File: src/hdl/hsw_defs.svh
// Numeric constants of the health status word logic.
// Assumes a 100 MHz processing clock and rates in 0.01 deg/s units.
`ifndef HSW_DEFS_SVH
`define HSW_DEFS_SVH

// Clock and cadence
`define HSW_CLK_PERIOD_NS 10
`define HSW_UPDATE_PERIOD_NS 10000000
`define HSW_UPDATE_HZ 100
`define HSW_INIT_TIME_S 60
`define HSW_TICK_W 20
`define HSW_INIT_W 13

// Rate scaling, thresholds in mdeg/s
`define HSW_RATE_LSB_MDPS 10
`define HSW_TURN_THR_MDPS 500
`define HSW_QUIET_THR_MDPS 3000

// Health word bit positions
`define HSW_B_FATAL 0
`define HSW_B_HW_FAULT 1
`define HSW_B_LINK_FAULT 2
`define HSW_B_SW_FAULT 3
`define HSW_B_ANY_ALERT 8
`define HSW_B_HW_ALERT 9
`define HSW_B_LINK_ALERT 10
`define HSW_B_SW_ALERT 11
`define HSW_B_SENSOR_ALERT 12
`define HSW_RSVD_MASK 16'hE0F0
`define HSW_WORD_RESET 16'h0000

// Packet rate select codes
`define HSW_RATE_100 3'h0
`define HSW_RATE_50 3'h1
`define HSW_RATE_25 3'h2
`define HSW_RATE_20 3'h3
`define HSW_RATE_10 3'h4
`define HSW_RATE_5 3'h5
`define HSW_RATE_2 3'h6
`define HSW_RATE_QUIET 3'h7

// Tick divisors for each rate
`define HSW_DIV_100 6'h01
`define HSW_DIV_50 6'h02
`define HSW_DIV_25 6'h04
`define HSW_DIV_20 6'h05
`define HSW_DIV_10 6'h0A
`define HSW_DIV_5 6'h14
`define HSW_DIV_2 6'h32

`endif

File: src/hdl/hsw_pkg.sv
// Types of the health status word logic.
// Assumes hsw_defs.svh is on the include path.
`include "hsw_defs.svh"

package hsw_pkg;

    typedef enum logic [2:0] {
        HSW_ST_INIT = 3'b001,
        HSW_ST_RUN = 3'b010,
        HSW_ST_HOLD = 3'b100
    } hsw_state_e;

    // Status sources from the estimator and sensors
    typedef struct packed {
        logic fatal_int;
        logic hw_fault;
        logic link_fault;
        logic sw_fault;
        logic mag_align_bad;
        logic mag_cal_done;
        logic gps_acquired;
        logic gps_comm_lost;
        logic overrange;
        logic high_gain;
        logic utc_valid;
        logic signed [15:0] yaw_rate;
        logic signed [2:0][15:0] lp_rate;
    } hsw_src_s;

    // Host configuration; alert_en is {sensor, sw, link, hw}
    typedef struct packed {
        logic [3:0] alert_en;
        logic turn_alert_en;
        logic overrange_restart_enable;
        logic [2:0] rate_sel;
        logic turn_thr_wr;
        logic [15:0] turn_thr;
    } hsw_cfg_s;

    // Full subsystem status for the diagnostic packet
    typedef struct packed {
        logic [15:0] health;
        logic [2:0] state;
        logic mag_cal_done;
        logic gps_acquired;
        logic turning;
        logic quiet;
        logic init_phase;
    } hsw_diag_s;

endpackage

File: src/hdl/hsw_core.sv
// Health status word logic: builds the 16-bit health word, paces packets.
// Assumes status sources and host commands are on clk; utc_pps is a pin.
`include "hsw_defs.svh"

module hsw_core
    import hsw_pkg::*;
#(
    parameter int TICK_CYCLES = `HSW_UPDATE_PERIOD_NS / `HSW_CLK_PERIOD_NS,
    parameter int INIT_TICKS = `HSW_INIT_TIME_S * `HSW_UPDATE_HZ,
    parameter bit NAV_VARIANT = 1'b1
) (
    // Clock and reset
    input wire logic clk,
    input wire logic rst_n,
    // Status sources and time reference
    input wire hsw_src_s src,
    input wire logic utc_pps,
    // Host configuration and commands
    input wire hsw_cfg_s cfg,
    input wire logic get_packet_cmd,
    input wire logic get_diag,
    // Register port view
    output logic [15:0] health_status_word,
    // Packet stream
    output logic pkt_valid,
    output logic [15:0] pkt_health,
    output logic diag_valid,
    output hsw_diag_s diag_packet,
    // Algorithm control
    output logic update_tick,
    output logic init_phase,
    output logic low_gain,
    output logic algo_restart
);

    localparam logic [15:0] TURN_THR_DEF =
        16'(`HSW_TURN_THR_MDPS / `HSW_RATE_LSB_MDPS);
    localparam logic [15:0] QUIET_THR =
        16'(`HSW_QUIET_THR_MDPS / `HSW_RATE_LSB_MDPS);

    hsw_state_e state;
    logic tick;
    logic [`HSW_INIT_W-1:0] init_cnt;
    logic [15:0] turn_thr;
    logic [5:0] rate_cnt;
    logic [5:0] rate_div;
    logic [15:0] yaw_mag;
    logic [2:0] axis_quiet;
    logic all_quiet;
    logic turning;
    logic rate_hit;
    logic [15:0] next_word;
    logic [3:0] alerts;

    hsw_tick_gen #(
        .TICK_CYCLES(TICK_CYCLES)
    ) u_tick (
        .clk(clk),
        .rst_n(rst_n),
        .utc_pps(utc_pps),
        .utc_valid(src.utc_valid),
        .tick(tick)
    );

    // Turn threshold, host may override the default
    always_ff @(posedge clk) begin
        if (!rst_n) begin
            turn_thr <= TURN_THR_DEF;
        end else if (cfg.turn_thr_wr) begin
            turn_thr <= cfg.turn_thr;
        end
    end

    assign yaw_mag = src.yaw_rate[15] ? 16'(-src.yaw_rate) : src.yaw_rate;
    assign turning = cfg.turn_alert_en && (yaw_mag > turn_thr);

    // Per-axis quiet test on the low-passed rates
    generate
        for (genvar i = 0; i < 3; i++) begin : g_axis
            logic [15:0] mag;
            assign mag = src.lp_rate[i][15] ? 16'(-src.lp_rate[i])
                                            : src.lp_rate[i];
            assign axis_quiet[i] = (mag < QUIET_THR);
        end
    endgenerate

    assign all_quiet = &axis_quiet;

    // Algorithm phase: init with high gain, run, or fatal hold
    always_ff @(posedge clk) begin
        if (!rst_n) begin
            state <= HSW_ST_INIT;
        end else begin
            unique case (state)
                HSW_ST_INIT: begin
                    if (cfg.overrange_restart_enable && src.overrange) begin
                        state <= HSW_ST_HOLD;
                    end else if (tick && init_cnt ==
                                 `HSW_INIT_W'(INIT_TICKS - 1)) begin
                        state <= HSW_ST_RUN;
                    end
                end
                HSW_ST_RUN: begin
                    if (cfg.overrange_restart_enable && src.overrange) begin
                        state <= HSW_ST_HOLD;
                    end
                end
                HSW_ST_HOLD: begin
                    if (all_quiet && !src.overrange) begin
                        state <= HSW_ST_INIT;
                    end
                end
                default: state <= HSW_ST_INIT;
            endcase
        end
    end

    // Init phase counted in update ticks, cleared on every restart
    always_ff @(posedge clk) begin
        if (!rst_n) begin
            init_cnt <= '0;
        end else if (state != HSW_ST_INIT) begin
            init_cnt <= '0;
        end else if (tick) begin
            init_cnt <= init_cnt + 1'b1;
        end
    end

    always_ff @(posedge clk) begin
        if (!rst_n) begin
            init_phase <= 1'b1;
            low_gain <= 1'b0;
            algo_restart <= 1'b0;
        end else begin
            init_phase <= (state != HSW_ST_RUN);
            low_gain <= (state == HSW_ST_RUN);
            algo_restart <= (state == HSW_ST_HOLD) && all_quiet
                            && !src.overrange;
        end
    end

    // Alert bits, ordered {sensor, sw, link, hw} to match the word
    always_comb begin
        alerts[0] = NAV_VARIANT ? !src.gps_acquired : 1'b0;
        alerts[1] = src.gps_comm_lost;
        alerts[2] = init_phase || src.high_gain || turning;
        alerts[3] = src.overrange;
    end

    // Health word, reserved bits forced low
    always_comb begin
        next_word = `HSW_WORD_RESET;
        next_word[`HSW_B_FATAL] = src.fatal_int
                                  || (state == HSW_ST_HOLD);
        next_word[`HSW_B_HW_FAULT] = src.hw_fault;
        next_word[`HSW_B_LINK_FAULT] = src.link_fault;
        next_word[`HSW_B_SW_FAULT] = src.sw_fault || src.mag_align_bad
                                     || !src.mag_cal_done;
        next_word[`HSW_B_HW_ALERT] = alerts[0];
        next_word[`HSW_B_LINK_ALERT] = alerts[1];
        next_word[`HSW_B_SW_ALERT] = alerts[2];
        next_word[`HSW_B_SENSOR_ALERT] = alerts[3];
        next_word[`HSW_B_ANY_ALERT] = |(alerts & cfg.alert_en);
        next_word = next_word & ~`HSW_RSVD_MASK;
    end

    always_ff @(posedge clk) begin
        if (!rst_n) begin
            health_status_word <= `HSW_WORD_RESET;
        end else begin
            health_status_word <= next_word;
        end
    end

    always_ff @(posedge clk) begin
        if (!rst_n) begin
            update_tick <= 1'b0;
        end else begin
            update_tick <= tick;
        end
    end

    // Packet rate divisor from the host selection
    always_comb begin
        unique case (cfg.rate_sel)
            `HSW_RATE_100: rate_div = `HSW_DIV_100;
            `HSW_RATE_50: rate_div = `HSW_DIV_50;
            `HSW_RATE_25: rate_div = `HSW_DIV_25;
            `HSW_RATE_20: rate_div = `HSW_DIV_20;
            `HSW_RATE_10: rate_div = `HSW_DIV_10;
            `HSW_RATE_5: rate_div = `HSW_DIV_5;
            `HSW_RATE_2: rate_div = `HSW_DIV_2;
            `HSW_RATE_QUIET: rate_div = `HSW_DIV_100;
        endcase
    end

    // Greater-or-equal so a lowered divisor never stalls the stream
    assign rate_hit = tick && (rate_cnt >= rate_div - 6'h01);

    always_ff @(posedge clk) begin
        if (!rst_n) begin
            rate_cnt <= '0;
        end else if (rate_hit) begin
            rate_cnt <= '0;
        end else if (tick) begin
            rate_cnt <= rate_cnt + 6'h01;
        end
    end

    // Measurement packets: paced, or polled in any rate mode
    always_ff @(posedge clk) begin
        if (!rst_n) begin
            pkt_valid <= 1'b0;
            pkt_health <= `HSW_WORD_RESET;
        end else begin
            pkt_valid <= (rate_hit && cfg.rate_sel != `HSW_RATE_QUIET)
                         || (get_packet_cmd && !get_diag);
            pkt_health <= next_word;
        end
    end

    // Diagnostic packet on a get-packet request for it
    always_ff @(posedge clk) begin
        if (!rst_n) begin
            diag_valid <= 1'b0;
            diag_packet <= '0;
        end else begin
            diag_valid <= get_packet_cmd && get_diag;
            if (get_packet_cmd && get_diag) begin
                diag_packet.health <= next_word;
                diag_packet.state <= state;
                diag_packet.mag_cal_done <= src.mag_cal_done;
                diag_packet.gps_acquired <= src.gps_acquired;
                diag_packet.turning <= turning;
                diag_packet.quiet <= all_quiet;
                diag_packet.init_phase <= init_phase;
            end
        end
    end

    property p_reserved;
        @(posedge clk) disable iff (!rst_n)
        (health_status_word & `HSW_RSVD_MASK) == 16'h0000;
    endproperty
    a_reserved: assert property (p_reserved)
        else $error("Reserved health bits not zero");

    property p_any_alert;
        @(posedge clk) disable iff (!rst_n)
        ##1 health_status_word[`HSW_B_ANY_ALERT] ==
            |(health_status_word[`HSW_B_SENSOR_ALERT:`HSW_B_HW_ALERT]
              & $past(cfg.alert_en));
    endproperty
    a_any_alert: assert property (p_any_alert)
        else $error("Summary alert does not match enabled alerts");

    property p_cal_missing;
        @(posedge clk) disable iff (!rst_n)
        !src.mag_cal_done |=> health_status_word[`HSW_B_SW_FAULT];
    endproperty
    a_cal_missing: assert property (p_cal_missing)
        else $error("Missing calibration not flagged");

    property p_hw_fault;
        @(posedge clk) disable iff (!rst_n)
        ##1 health_status_word[`HSW_B_HW_FAULT] == $past(src.hw_fault);
    endproperty
    a_hw_fault: assert property (p_hw_fault)
        else $error("Hardware fault bit wrong");

    property p_link_alert;
        @(posedge clk) disable iff (!rst_n)
        src.gps_comm_lost |=> health_status_word[`HSW_B_LINK_ALERT];
    endproperty
    a_link_alert: assert property (p_link_alert)
        else $error("Receiver link loss not flagged");

    property p_overrange;
        @(posedge clk) disable iff (!rst_n)
        src.overrange |=> health_status_word[`HSW_B_SENSOR_ALERT];
    endproperty
    a_overrange: assert property (p_overrange)
        else $error("Over-range not flagged");

    property p_fatal_hold;
        @(posedge clk) disable iff (!rst_n)
        cfg.overrange_restart_enable && src.overrange
        |=> ##1 health_status_word[`HSW_B_FATAL];
    endproperty
    a_fatal_hold: assert property (p_fatal_hold)
        else $error("Over-range restart did not raise fatal");

    property p_init_alert;
        @(posedge clk) disable iff (!rst_n)
        init_phase |=> health_status_word[`HSW_B_SW_ALERT];
    endproperty
    a_init_alert: assert property (p_init_alert)
        else $error("Init phase not shown in software alert");

    property p_quiet_mode;
        @(posedge clk) disable iff (!rst_n)
        cfg.rate_sel == `HSW_RATE_QUIET && !get_packet_cmd |=> !pkt_valid;
    endproperty
    a_quiet_mode: assert property (p_quiet_mode)
        else $error("Packet sent in quiet mode without request");

    property p_pkt_word;
        @(posedge clk) disable iff (!rst_n)
        pkt_valid |-> (pkt_health == health_status_word)
            && (pkt_health[`HSW_B_HW_FAULT] == $past(src.hw_fault))
            && (pkt_health[`HSW_B_LINK_FAULT] == $past(src.link_fault));
    endproperty
    a_pkt_word: assert property (p_pkt_word)
        else $error("Packet health differs from health word");

    property p_diag;
        @(posedge clk) disable iff (!rst_n)
        // A paced packet may share the cycle, but only on a tick
        get_packet_cmd && get_diag |=> diag_valid
            && (!pkt_valid || $past(tick));
    endproperty
    a_diag: assert property (p_diag)
        else $error("Diagnostic request not answered");

    c_pkt: cover property (@(posedge clk) disable iff (!rst_n) pkt_valid);
    c_diag: cover property (@(posedge clk) disable iff (!rst_n) diag_valid);
    c_restart: cover property (@(posedge clk) disable iff (!rst_n)
        algo_restart);
    c_run: cover property (@(posedge clk) disable iff (!rst_n)
        $rose(low_gain));

endmodule

File: src/hdl/hsw_tick_gen.sv
// 100 Hz update tick generator with UTC second alignment.
// Assumes utc_pps is an asynchronous pin from the positioning receiver.
`include "hsw_defs.svh"

module hsw_tick_gen
    import hsw_pkg::*;
#(
    parameter int TICK_CYCLES = `HSW_UPDATE_PERIOD_NS / `HSW_CLK_PERIOD_NS
) (
    // Clock and reset
    input wire logic clk,
    input wire logic rst_n,
    // Time reference
    input wire logic utc_pps,
    input wire logic utc_valid,
    // Tick out
    output logic tick
);

    logic pps_meta;
    logic pps_sync;
    logic pps_prev;
    logic [`HSW_TICK_W-1:0] cnt;
    logic pps_edge;

    always_ff @(posedge clk) begin
        if (!rst_n) begin
            pps_meta <= 1'b0;
            pps_sync <= 1'b0;
            pps_prev <= 1'b0;
        end else begin
            pps_meta <= utc_pps;
            pps_sync <= pps_meta;
            pps_prev <= pps_sync;
        end
    end

    assign pps_edge = pps_sync & ~pps_prev;

    // Second edge restarts the cadence when utc_valid is set, so sampling lands on it
    always_ff @(posedge clk) begin
        if (!rst_n) begin
            cnt <= '0;
            tick <= 1'b0;
        end else if (pps_edge && utc_valid) begin
            cnt <= '0;
            tick <= 1'b1;
        end else if (cnt == `HSW_TICK_W'(TICK_CYCLES - 1)) begin
            cnt <= '0;
            tick <= 1'b1;
        end else begin
            cnt <= cnt + 1'b1;
            tick <= 1'b0;
        end
    end

endmodule

File: config.mk
export PLATFORM = sky130hd
export DESIGN_NAME = hsw_core
export DESIGN_NICKNAME = d
export VERILOG_FILES = /design/src/hdl/hsw_pkg.sv /design/src/hdl/hsw_core.sv /design/src/hdl/hsw_tick_gen.sv
export VERILOG_INCLUDE_DIRS = /design/src /design/src/hdl
export SDC_FILE = /design/constraint.sdc
export NUM_CORES = 1
export LEC_CHECK = 0
export BUFFER_PORTS_ARGS = -buffer_cell sky130_fd_sc_hd__buf_4
export CORE_ASPECT_RATIO = 1.75
export CORE_MARGIN = 2
export CORE_UTILIZATION = 55
export CTS_BUF_LIST = sky130_fd_sc_hd__clkbuf_4
export DETAILED_ROUTE_END_ITERATION = 12
export GPL_TIMING_DRIVEN = 0
export PLACE_DENSITY = 0.82
export REMOVE_ABC_BUFFERS = 1
export SYNTH_ARGS = -nofsm -noshare
export SYNTH_HDL_FRONTEND = slang
export SYNTH_HIERARCHICAL = 1
export SYNTH_SLANG_ARGS = --single-unit
File: constraint.sdc
create_clock -name clk -period 6.6 [get_ports clk]
set_input_delay 0 -clock clk [delete_from_list [all_inputs] [get_ports clk]]
set_output_delay 0 -clock clk [all_outputs]
set_load 0.02 [all_outputs]
### Word-level counts from Yosys, hierarchy flattened

Memories as Yosys holds them, arrays and structs flattened.
Index checks and enable logic that the tools add are counted.

* bits in registers: 101
* ROM bits: 48
* input port bits: 106
* output and inout bits: 62
* word-level logic and storage cells: 91
* memories: 1

* add/subtract/negate cells: 8
* $lt $le $gt $ge: 5
* equality and inequality tests: 11
* muxes and demuxes: 11
* bitwise operators: 4
* reductions and logical operators: 27

Memories
* (name not given): words 8, bits a word 6, read ports 1, clocked after memory_dff 0, wr ports 0, line hsw_core.sv:185 `unique case (cfg.rate_sel)`

Operator list (number)
* 2-to-1 mux 16 bit: 4
* negation 16 bit: 4
* less-than comparator 16 x 9 -> 1 bit (second input constant): 3
* adder 20 x 1 -> 20 bit (second input constant): 1
* == test 20 bit (second input constant): 1
* greater-than comparator 16 bit: 1
* adder 13 x 1 -> 13 bit (second input constant): 1
* == test 13 bit (second input constant): 1
* 2-to-1 mux 3 bit: 4
* logical AND 1 bit: 11
* case mux 3 bit (3 select lines): 1
* adder 6 x 1 -> 6 bit (second input constant): 1
* greater-or-equal comparator 6 bit: 1
* logical OR 1 bit: 6
* inequality test 3 bit (second input constant): 2
* AND reduction 3 bit: 2
* subtractor 6 x 1 -> 6 bit (second input constant): 1
* bitwise AND 4 bit: 1
* zero test 1 bit: 4
* inequality test 2 bit (second input constant): 2
* OR reduction 2 bit: 2
* OR reduction 4 bit: 1
* == test 3 x 1 -> 1 bit (second input constant): 1
* == test 3 x 2 -> 1 bit (second input constant): 1
* other kinds (7): 9

### Depth between registers and ports, before layout

Gate-level depths: netlist of the first run.

* depth in word-level cells: 7
* mapped depth: 14
* mapped depth without buffers: 14

### By module

The synthesis of the first run kept the hierarchy.

By module, submodules not included
* hsw_core: instances 1, cells each 546, area an instance 4520.6 um2, seq. area each 1401.3 um2
* hsw_tick_gen: instances 1, cells each 113, area an instance 1052.3 um2, seq. area each 480.5 um2

### Worst setup path before layout of the first run

Ideal clock, no wire load.

* path kind: input-to-reg
* start point: input port src[51] (netlist bit)
* end point: register diag_packet[19] (netlist bit)
* setup time: 0.127 ns
* data arrival time: 2.805 ns
* required time: 6.473 ns
* setup slack: 3.668 ns
* stages on the path: 13
* path buffers: 0
* cell sequence: or3_1 nor3_1 nand2_1 or4_1 o21ai_0 xnor2_1 ha_1 nand4_1 or2_2 o41ai_1 a21oi_1 nor3_1 a21oi_1

* cells in the longest elaborated chain, start to end: 5

Ends and longest elaborated chain
* start: declaration: line hsw_core.sv:16 `input wire hsw_src_s src,`
* negation 16 bit: line hsw_core.sv:74 `assign yaw_mag = src.yaw_rate[15] ? 16'(-src.yaw_rate) : src.yaw_rate;`
* 2-to-1 mux 16 bit *: line hsw_core.sv:74
* greater-than comparator 16 bit *: line hsw_core.sv:75 `assign turning = cfg.turn_alert_en && (yaw_mag > turn_thr);`
* logical AND 1 bit *: line hsw_core.sv:75
* logical OR 1 bit *: line hsw_core.sv:146 `alerts[2] = init_phase || src.high_gain || turning;`
* end: declaration: line hsw_core.sv:28 `output hsw_diag_s diag_packet,`

Every way passes the cells marked *; elsewhere a longest branch is shown, timed or not.
A chain may end at the register's enable or synchronous reset.

### Worst setup path in the final report of the first run

* start point: input port src[51] (netlist bit)
* end point: register diag_packet[16] (netlist bit)

* cells in the longest elaborated chain, start to end: 7

Ends and longest elaborated chain
* negation 16 bit: line hsw_core.sv:74
* 2-to-1 mux 16 bit *: line hsw_core.sv:74
* greater-than comparator 16 bit *: line hsw_core.sv:75
* logical AND 1 bit *: line hsw_core.sv:75
* logical OR 1 bit *: line hsw_core.sv:146
* bitwise AND 4 bit *: line hsw_core.sv:163 `` next_word[`HSW_B_ANY_ALERT] = |(alerts & cfg.alert_en); ``
* OR reduction 4 bit *: line hsw_core.sv:163

Marks and branches as above.

==> flow_metrics.env, run 1 <==
export IMPL_gp_congestion=0.8412
export IMPL_slowest_stage="dlygate4sd3_1"
export IMPL_io_pins=168
export IMPL_layout_common_cells="146 x buf_4, 94 x dfxtp_1, 65 x nand2_1"
export IMPL_hpwl_mm=10.55
export IMPL_first_iter_violations=153
export IMPL_area_growth_pct=27.66
export IMPL_worst_hold_path_type="in2reg"
export IMPL_r2r_start="turn_thr[8]"
export IMPL_powerDensity_nw_per_um2=158.9
export IMPL_root_buffer="clkbuf_4"
export IMPL_worst_endpoint_required_ns=6.99
export IMPL_critical_path_class="in2reg"
export IMPL_synth_fa_ha_area_frac=0.06960
export IMPL_worstSetupEndpointType="register"
export IMPL_clk_pin_slew_worst_paths_ns=0.13
export IMPL_vias_per_cell=5.627
export IMPL_startpoint_type="input port"
export IMPL_track_usage=0.2617
export IMPL_synthCells=659
export IMPL_detail_route_wl_per_cell_microns=14.96
export IMPL_outcome="finished, final reports clean"
export IMPL_crit_buf_inv=2
export IMPL_worstPathArrival_ns=4.14
export IMPL_grt_pass1_wl_mm=23.05
export IMPL_tns_ns=0
export IMPL_final_hold_viol_count=0
export IMPL_fp_dieH_microns=137.2
export IMPL_antenna_left=0
export IMPL_cts_tree="built"
export IMPL_pre_cts_ws_ns=3.004
export IMPL_drive_gt1_frac=0.2209
export IMPL_dr_total_vias=5396
export IMPL_timing_final_ws_setup_ns=2.850
export IMPL_first_pass_iters=4
export IMPL_finalSetupViolCount=0
export IMPL_gr_total_overflow=0
export IMPL_muxShareOfSynthArea=0.03053
export IMPL_synth_compound_area_frac=0.1547
export IMPL_h_tree_depth=3
export IMPL_vdd_drop_max_uv=108.5
export IMPL_cts_buffer_depth=2
export IMPL_start_util=0.5658
export IMPL_synthSimpleGateAreaFrac=0.2512
export IMPL_grt_max_degree=54
export IMPL_max_freq_mhz=266.6
export IMPL_synth_avg_cell_area_sq_um=8.457
export IMPL_die_w_microns=80.09
export IMPL_fin_nets=966
export IMPL_first_global_vias=5329
export IMPL_worst_pin_slew_ns=1.274
export IMPL_critPathTopFamily="simple AND/OR/NAND/NOR gates"
export IMPL_clock_sink_count=94
export IMPL_routed_wirelength_mm=14.35
export IMPL_yosys_most_used_dff="dfxtp_1"
export IMPL_numCtsBuffers=9
export IMPL_finClkSkew_ns=0.009326
export IMPL_coreArea_sq_um=9849
export IMPL_die_area_sq_um=10990
export IMPL_cts_setup_buffers=0
export IMPL_drv_slew=0
export IMPL_leakage_nw=3.021
export IMPL_min_period_over_period=0.5682
export IMPL_syn_cell_area_sq_um=5573
export IMPL_maxCapViolations=0
export IMPL_synth_xor_area_share=0.07229
export IMPL_async_flop_share=0
export IMPL_antenna_found_initial=1
export IMPL_synth_top_family_by_area="simple AND/OR/NAND/NOR gates"
export IMPL_synth_edf_count=0
export IMPL_rows=48
export IMPL_clk_latency_ns=0.43
export IMPL_slew_headroom=0.1505
export IMPL_layout_commonest_cell="buf_4"
export IMPL_rsz0062_at_grt="false"
export IMPL_whs_ns=0.01548
export IMPL_worst_path_max_fanout=4
export IMPL_ys_seq_elements=94
export IMPL_synth_warnings=6
export IMPL_slowest_delay_ns=0.57
export IMPL_worstPathCellList="buf_4 -> or3_1 -> nor3_1 -> nand3_1 -> or4_1 -> nor4b_1 -> ha_1 -> nand4_1 -> or2_2 -> a311oi_1 -> a211oi_1 -> a221oi_1 -> nor2_1 -> a21oi_1 -> dlygate4sd3_1"
export IMPL_portBuffers=146
export IMPL_synth_cell_types=69
export IMPL_seq_area_frac_synth=0.3377
export IMPL_drc_errors=0
export IMPL_min_period_ns=3.750
export IMPL_cp_startpoint="src[51]"
export IMPL_holdCritStartpoint="src[14]"
## sequential cells by signal, indices dropped and copies added (netlist names), 3 cells and up
signal	count
state	3
turn_thr	16
rate_cnt	6
pkt_health	9
u_tick/cnt	20
init_cnt	13
diag_packet	17
## synth_stat cells (all sizes together) (6+ instances only)
cell type	instances	area share
a21o	6	0.0081
nand2b	6	0.0067
xor2	18	0.028
nand2	65	0.044
nand3	21	0.019
inv	35	0.024
o31ai	9	0.012
ha	31	0.070
nor2b	25	0.028
xnor2	28	0.044
and2	12	0.014
a21boi	11	0.015
clkbuf	13	0.0088
nor3	12	0.011
o41ai	6	0.013
or3	8	0.0097
nor4	10	0.014
and3	8	0.0094
mux2i	17	0.031
dfxtp	94	0.34
buf	37	0.049
nor2	55	0.037
o211ai	6	0.0081
a21oi	23	0.021
o21ai	24	0.022
nand4	12	0.016
or4	11	0.016
## tightest hold or removal path, cell delays in order
cell     delay, ns
buf_4         0.09
xnor2_1       0.06
nand3_1       0.06
a211o_2       0.14
nor4_1        0.06
## timing repair
item                                   4_1_cts  5_1_grt
hold buffers                                43        0
gates resized for setup                      0        0
endpoints found under the hold margin       43        0
## cell families after synthesis
family	count (synthesis)
other	1
flip-flops	94
adder cells (fa/ha/maj)	31
XOR/XNOR	46
multiplexers	17
AO/OA/AOI/OAI	121
AND/OR/NAND/NOR	263
buffers and inverters	86
## area by class of cell
type                    count  area, sq um
fillers                   744         2735
repair buffers            190         1538
well taps                 125        156.4
multi-input cells         499         3302
clock inverters             5        27.53
flip-flops and latches     94         1882
inverters                  35        131.4
diodes                      1        2.502
clock buffers              10        75.07
## per-stage QoR
stage / total power [mW] / area, sq um / instances / utilization
final: 1.130 / 7114 / 959 / 0.7223
after global routing: 1.191 / 7114 / 959 / 0.7223
after CTS: 1.135 / 7101 / 957 / 0.7209
after detailed placement: 0.8566 / 6568 / 899 / 0.6668
after global placement: 0.8449 / 6568 / 899 / 0.6668
after floorplan: 0.7359 / 5315 / 628 / -
## power breakdown
group          leakage [nW]  total (mW)  internal, mW  switching (mW)
Combinational          2.20       0.275         0.134           0.140
Clock                0.0534       0.259        0.0767           0.183
Sequential            0.768       0.596         0.585          0.0111
## path summary, 6_finish.rpt
path / endpoint / slack, ns / cells after the start
worst max-delay path: diag_packet[16] / 2.85 / 15
worst min-delay path: algo_restart / 0.02 / 5
worst max register to register: diag_packet[16] / 3.71 / 10
worst min register to register: u_tick/pps_sync / 0.45 / 1
## layer usage
layer | share of wire | global-route usage
met5 | 0 | 0
met4 | 0.032 | 0.1252
met3 | 0.061 | 0.04749
met2 | 0.53 | 0.4986
met1 | 0.37 | 0.2660
Note: power is estimated with default switching activity, not from simulation.
==> run 2, diff against run 1 <==
--- a/config.mk
+++ b/config.mk
@@ -6,14 +6,15 @@
 export SDC_FILE = /design/constraint.sdc
 export NUM_CORES = 1
 export LEC_CHECK = 0
+export ABC_AREA = 1
 export BUFFER_PORTS_ARGS = -buffer_cell sky130_fd_sc_hd__buf_4
 export CORE_ASPECT_RATIO = 1.75
 export CORE_MARGIN = 2
-export CORE_UTILIZATION = 55
+export CORE_UTILIZATION = 50
 export CTS_BUF_LIST = sky130_fd_sc_hd__clkbuf_4
 export DETAILED_ROUTE_END_ITERATION = 12
 export GPL_TIMING_DRIVEN = 0
-export PLACE_DENSITY = 0.82
+export PLACE_DENSITY = 0.77
 export REMOVE_ABC_BUFFERS = 1
 export SYNTH_ARGS = -nofsm -noshare
 export SYNTH_HDL_FRONTEND = slang
==> constraint.sdc (replaced) <==
create_clock -name clk -period 3.4 [get_ports clk]
set_input_delay 0 -clock clk [delete_from_list [all_inputs] [get_ports clk]]
set_output_delay 0 -clock clk [all_outputs]
set_load 0.02 [all_outputs]
==> run 2 against run 1 <==
Clock skew up 0.0060 ns. Worst hold slack better by 0.024 ns. Sequential share of layout area is 2.8 points lower. Clock power grew to 2.5 times the previous value. Cell count grew 38%. Synthesized cell count rose by 47%. Critical endpoint is now pkt_health[8]. Largest power group unchanged. Highest routed layer unchanged.
==> flow_metrics.env, run 2 <==
export IMPL_outcome="finished, final reports clean"
export IMPL_pre_cts_ws_ns=0.6254
export IMPL_worstPathArrival_ns=3.18
export IMPL_cp_endpoint="pkt_health[8]"
export IMPL_tns_ns=0
export IMPL_gp_congestion=0.8986
export IMPL_track_usage=0.2327
export IMPL_drive_gt1_frac=0.1648
export IMPL_ys_top_cells_by_area="dfxtp_1 30%, nand2_1 14%, inv_1 7.8%, nor2_1 7.5%, ha_1 6.2%"
export IMPL_rows=54
export IMPL_async_flop_share=0
export IMPL_cts_setup_buffers=0
export IMPL_maxCapViolations=0
export IMPL_die_area_sq_um=13430
export IMPL_synth_cell_types=42
export IMPL_first_iter_violations=188
export IMPL_cp_startpoint="src[50]"
export IMPL_start_util=0.5076
export IMPL_gr_usage_met1=0.2344
export IMPL_p_comb_frac=0.286
export IMPL_top_usage_layer="met2"
export IMPL_clk_latency_ns=0.45
export IMPL_layout_cells_non_filler=1322
export IMPL_worst_pin_slew_ns=0.8311
export IMPL_worst_hold_path_type="in2reg"
export IMPL_grt_pass1_wl_mm=25.34
export IMPL_io_pins=168
export IMPL_finalPower_mw=2.590
export IMPL_critPathTopFamily="simple AND/OR/NAND/NOR gates"
export IMPL_largest_reg_flops=20
export IMPL_synth_area_leader_cell="dfxtp_1"
export IMPL_fp_dieH_microns=151.8
export IMPL_reg2reg_to="pkt_health[8]"
export IMPL_rsz0062_at_grt="false"
export IMPL_fin_nets=1286
export IMPL_clkPwrFrac=0.254
export IMPL_crit_path_frequent_cell="nand2_1"
export IMPL_numCtsBuffers=9
export IMPL_clock_sink_count=94
export IMPL_synth_common_cells="232 x nand2_1, 130 x inv_1, 124 x nor2_1"
export IMPL_antenna_found_initial=1
export IMPL_ys_seq_elements=94
export IMPL_timing_final_ws_setup_ns=0.6088
export IMPL_path_depth=18
export IMPL_syn_cell_area_sq_um=6242
export IMPL_vdd_drop_max_uv=169.7
export IMPL_switchingPower_uw=819.9
export IMPL_worst_endpoint_required_ns=3.79
export IMPL_powerDensity_nw_per_um2=325.0
export IMPL_layout_common_cells="232 x nand2_1, 146 x buf_4, 130 x inv_1"
export IMPL_clk_pin_slew_worst_paths_ns=0.13
export IMPL_yosys_most_used_dff="dfxtp_1"
export IMPL_grt_util_met3=0.04617
export IMPL_routed_wirelength_mm=15.61
export IMPL_layout_commonest_cell="nand2_1"
export IMPL_detail_route_wl_per_cell_microns=11.80
export IMPL_worstSetupEndpointType="register"
export IMPL_hpwl_mm=11.99
export IMPL_r2r_start="turn_thr[1]"
export IMPL_h_tree_depth=3
export IMPL_reg_top3="u_tick/cnt (20), diag_packet (17), turn_thr (16)"
export IMPL_r2r_slack_ns=0.98
export IMPL_worst_path_max_fanout=4
export IMPL_r2r_cells=13
export IMPL_finClkSkew_ns=0.01528
export IMPL_postCtsResizedCells=0
export IMPL_critical_path_class="in2reg"
export IMPL_finalSetupViolCount=0
export IMPL_area_growth_pct=27.68
export IMPL_coreArea_sq_um=12300
export IMPL_drv_slew=0
export IMPL_first_pass_iters=5
export IMPL_slew_headroom=0.4454
export IMPL_portBuffers=146
export IMPL_first_global_vias=6195
export IMPL_grt_max_degree=44
export IMPL_synth_warnings=6
export IMPL_startpoint_type="input port"
export IMPL_p_int_mw=1.771
export IMPL_vias_per_cell=4.927
export IMPL_crit_buf_inv=2
export IMPL_synthCells=970
export IMPL_synth_avg_cell_area_sq_um=6.435
export IMPL_pwr_share_seq=0.460
export IMPL_antenna_left=0
export IMPL_root_buffer="clkbuf_4"
export IMPL_slowest_stage="dlygate4sd3_1"
export IMPL_final_hold_viol_count=0
export IMPL_die_w_microns=88.46
export IMPL_gr_total_overflow=0
export IMPL_post_route_util=0.6481
export IMPL_synth_edf_count=0
export IMPL_min_period_over_period=0.8209
export IMPL_synth_top_area_frac=0.3015
export IMPL_holdBufCountCts=52
export IMPL_top_register="u_tick/cnt"
export IMPL_cts_buffer_depth=2
export IMPL_max_freq_mhz=358.3
export IMPL_slowest_delay_ns=0.56
export IMPL_drc_errors=0
export IMPL_cts_tree="built"
export IMPL_leakage_nw=3.757
export IMPL_synth_most_common_cell="nand2_1"
export IMPL_seq_area_frac_synth=0.3015
export IMPL_placed_cells=1254
export IMPL_switching_share=0.3165
export IMPL_grtUsageMet2=0.4336
export IMPL_worstPathCellList="buf_4 -> nor3_1 -> nand3_1 -> nor3_1 -> nand2_1 -> nand2_1 -> o21ai_0 -> xor2_1 -> ha_1 -> nand3_1 -> nor3_1 -> nand2_1 -> o2111ai_1 -> nand2_1 -> nand3_1 -> nand2_1 -> a21oi_1 -> dlygate4sd3_1"
export IMPL_min_period_ns=2.791
export IMPL_dr_total_vias=6514
[run 2: changes by cell type in the layout (fill, tap and decap cells not counted), moves of 17 or more]
cell,change
nand2_1,+167
inv_1,+95
nor2_1,+69
nand3_1,+52
a21oi_1,+40
o21ai_0,+29
nor2b_1,-25
mux2i_1,-17
[run 2: cell type report]
type	instances	area (sq um)
Fill cell	1191	4327
Multi-Input combinational cell	714	3608
Sequential cell	94	1882
Timing Repair Buffer	198	1617
Inverter	132	495.5
Tap cell	168	210.2
Clock inverter	6	87.58
Clock buffer	9	67.56
Antenna cell	1	2.502
[run 2: per-stage QoR]
| step | hold WS, ns | instance area (sq um) |
|---|---|---|
| after global placement | 0.1895 | 7292 |
| after CTS | 0.002037 | 7968 |
| after floorplan | 0.07238 | 5986 |
| after global routing | 0.04552 | 7970 |
| after detailed placement | 0.1986 | 7292 |
| final | 0.03943 | 7970 |
[run 2: kinds of logic (layout without fill, tap and decap cells)]
logic type	after synthesis	after routing	share of synthesized area
xor gates and xnor gates	36	36	0.05051
adders and majority gates	31	31	0.06214
DFF	94	94	0.3015
other	1	22	0.0006007
buffers and inverters	182	345	0.1325
and+or+nand+nor	490	490	0.3357
AOI/OAI and AO/OA	136	136	0.1171
[run 2: worst min-delay path by stage]
stage	end	from	cells after the start	slack, ns
after floorplan	pkt_health[9]	src[68]	1	0.07
after global routing	algo_restart	src[29]	8	0.05
final	diag_packet[1]	src[29]	8	0.04
after CTS	diag_packet[1]	src[30]	8	0.002
after detailed placement	pkt_health[1]	src[73]	3	0.20
after global placement	pkt_health[2]	src[72]	3	0.19
[run 2: worst min-delay path: stages]
cell	delay, ns
buf_4	0.09
nand2_1	0.04
nand2_1	0.06
a21oi_1	0.04
nand2_1	0.06
nor2_2	0.05
nand2_1	0.05
a21oi_1	0.05
[run 2: metal layers]
layer | vias to the layer above | share of wire
li1 | 3388 | -
met1 | 2891 | 0.38
met2 | 192 | 0.53
met3 | 43 | 0.055
met4 | 0 | 0.035
met5 | - | 0
[run 2: power groups by stage]
stage,Combinational [mW],Sequential (mW),Clock [mW]
finish,0.740,1.19,0.658
global route,0.833,1.20,0.726
CTS,0.741,1.19,0.681
detailed placement,0.689,1.22,0
global placement,0.676,1.21,0
floorplan,0.382,1.25,0
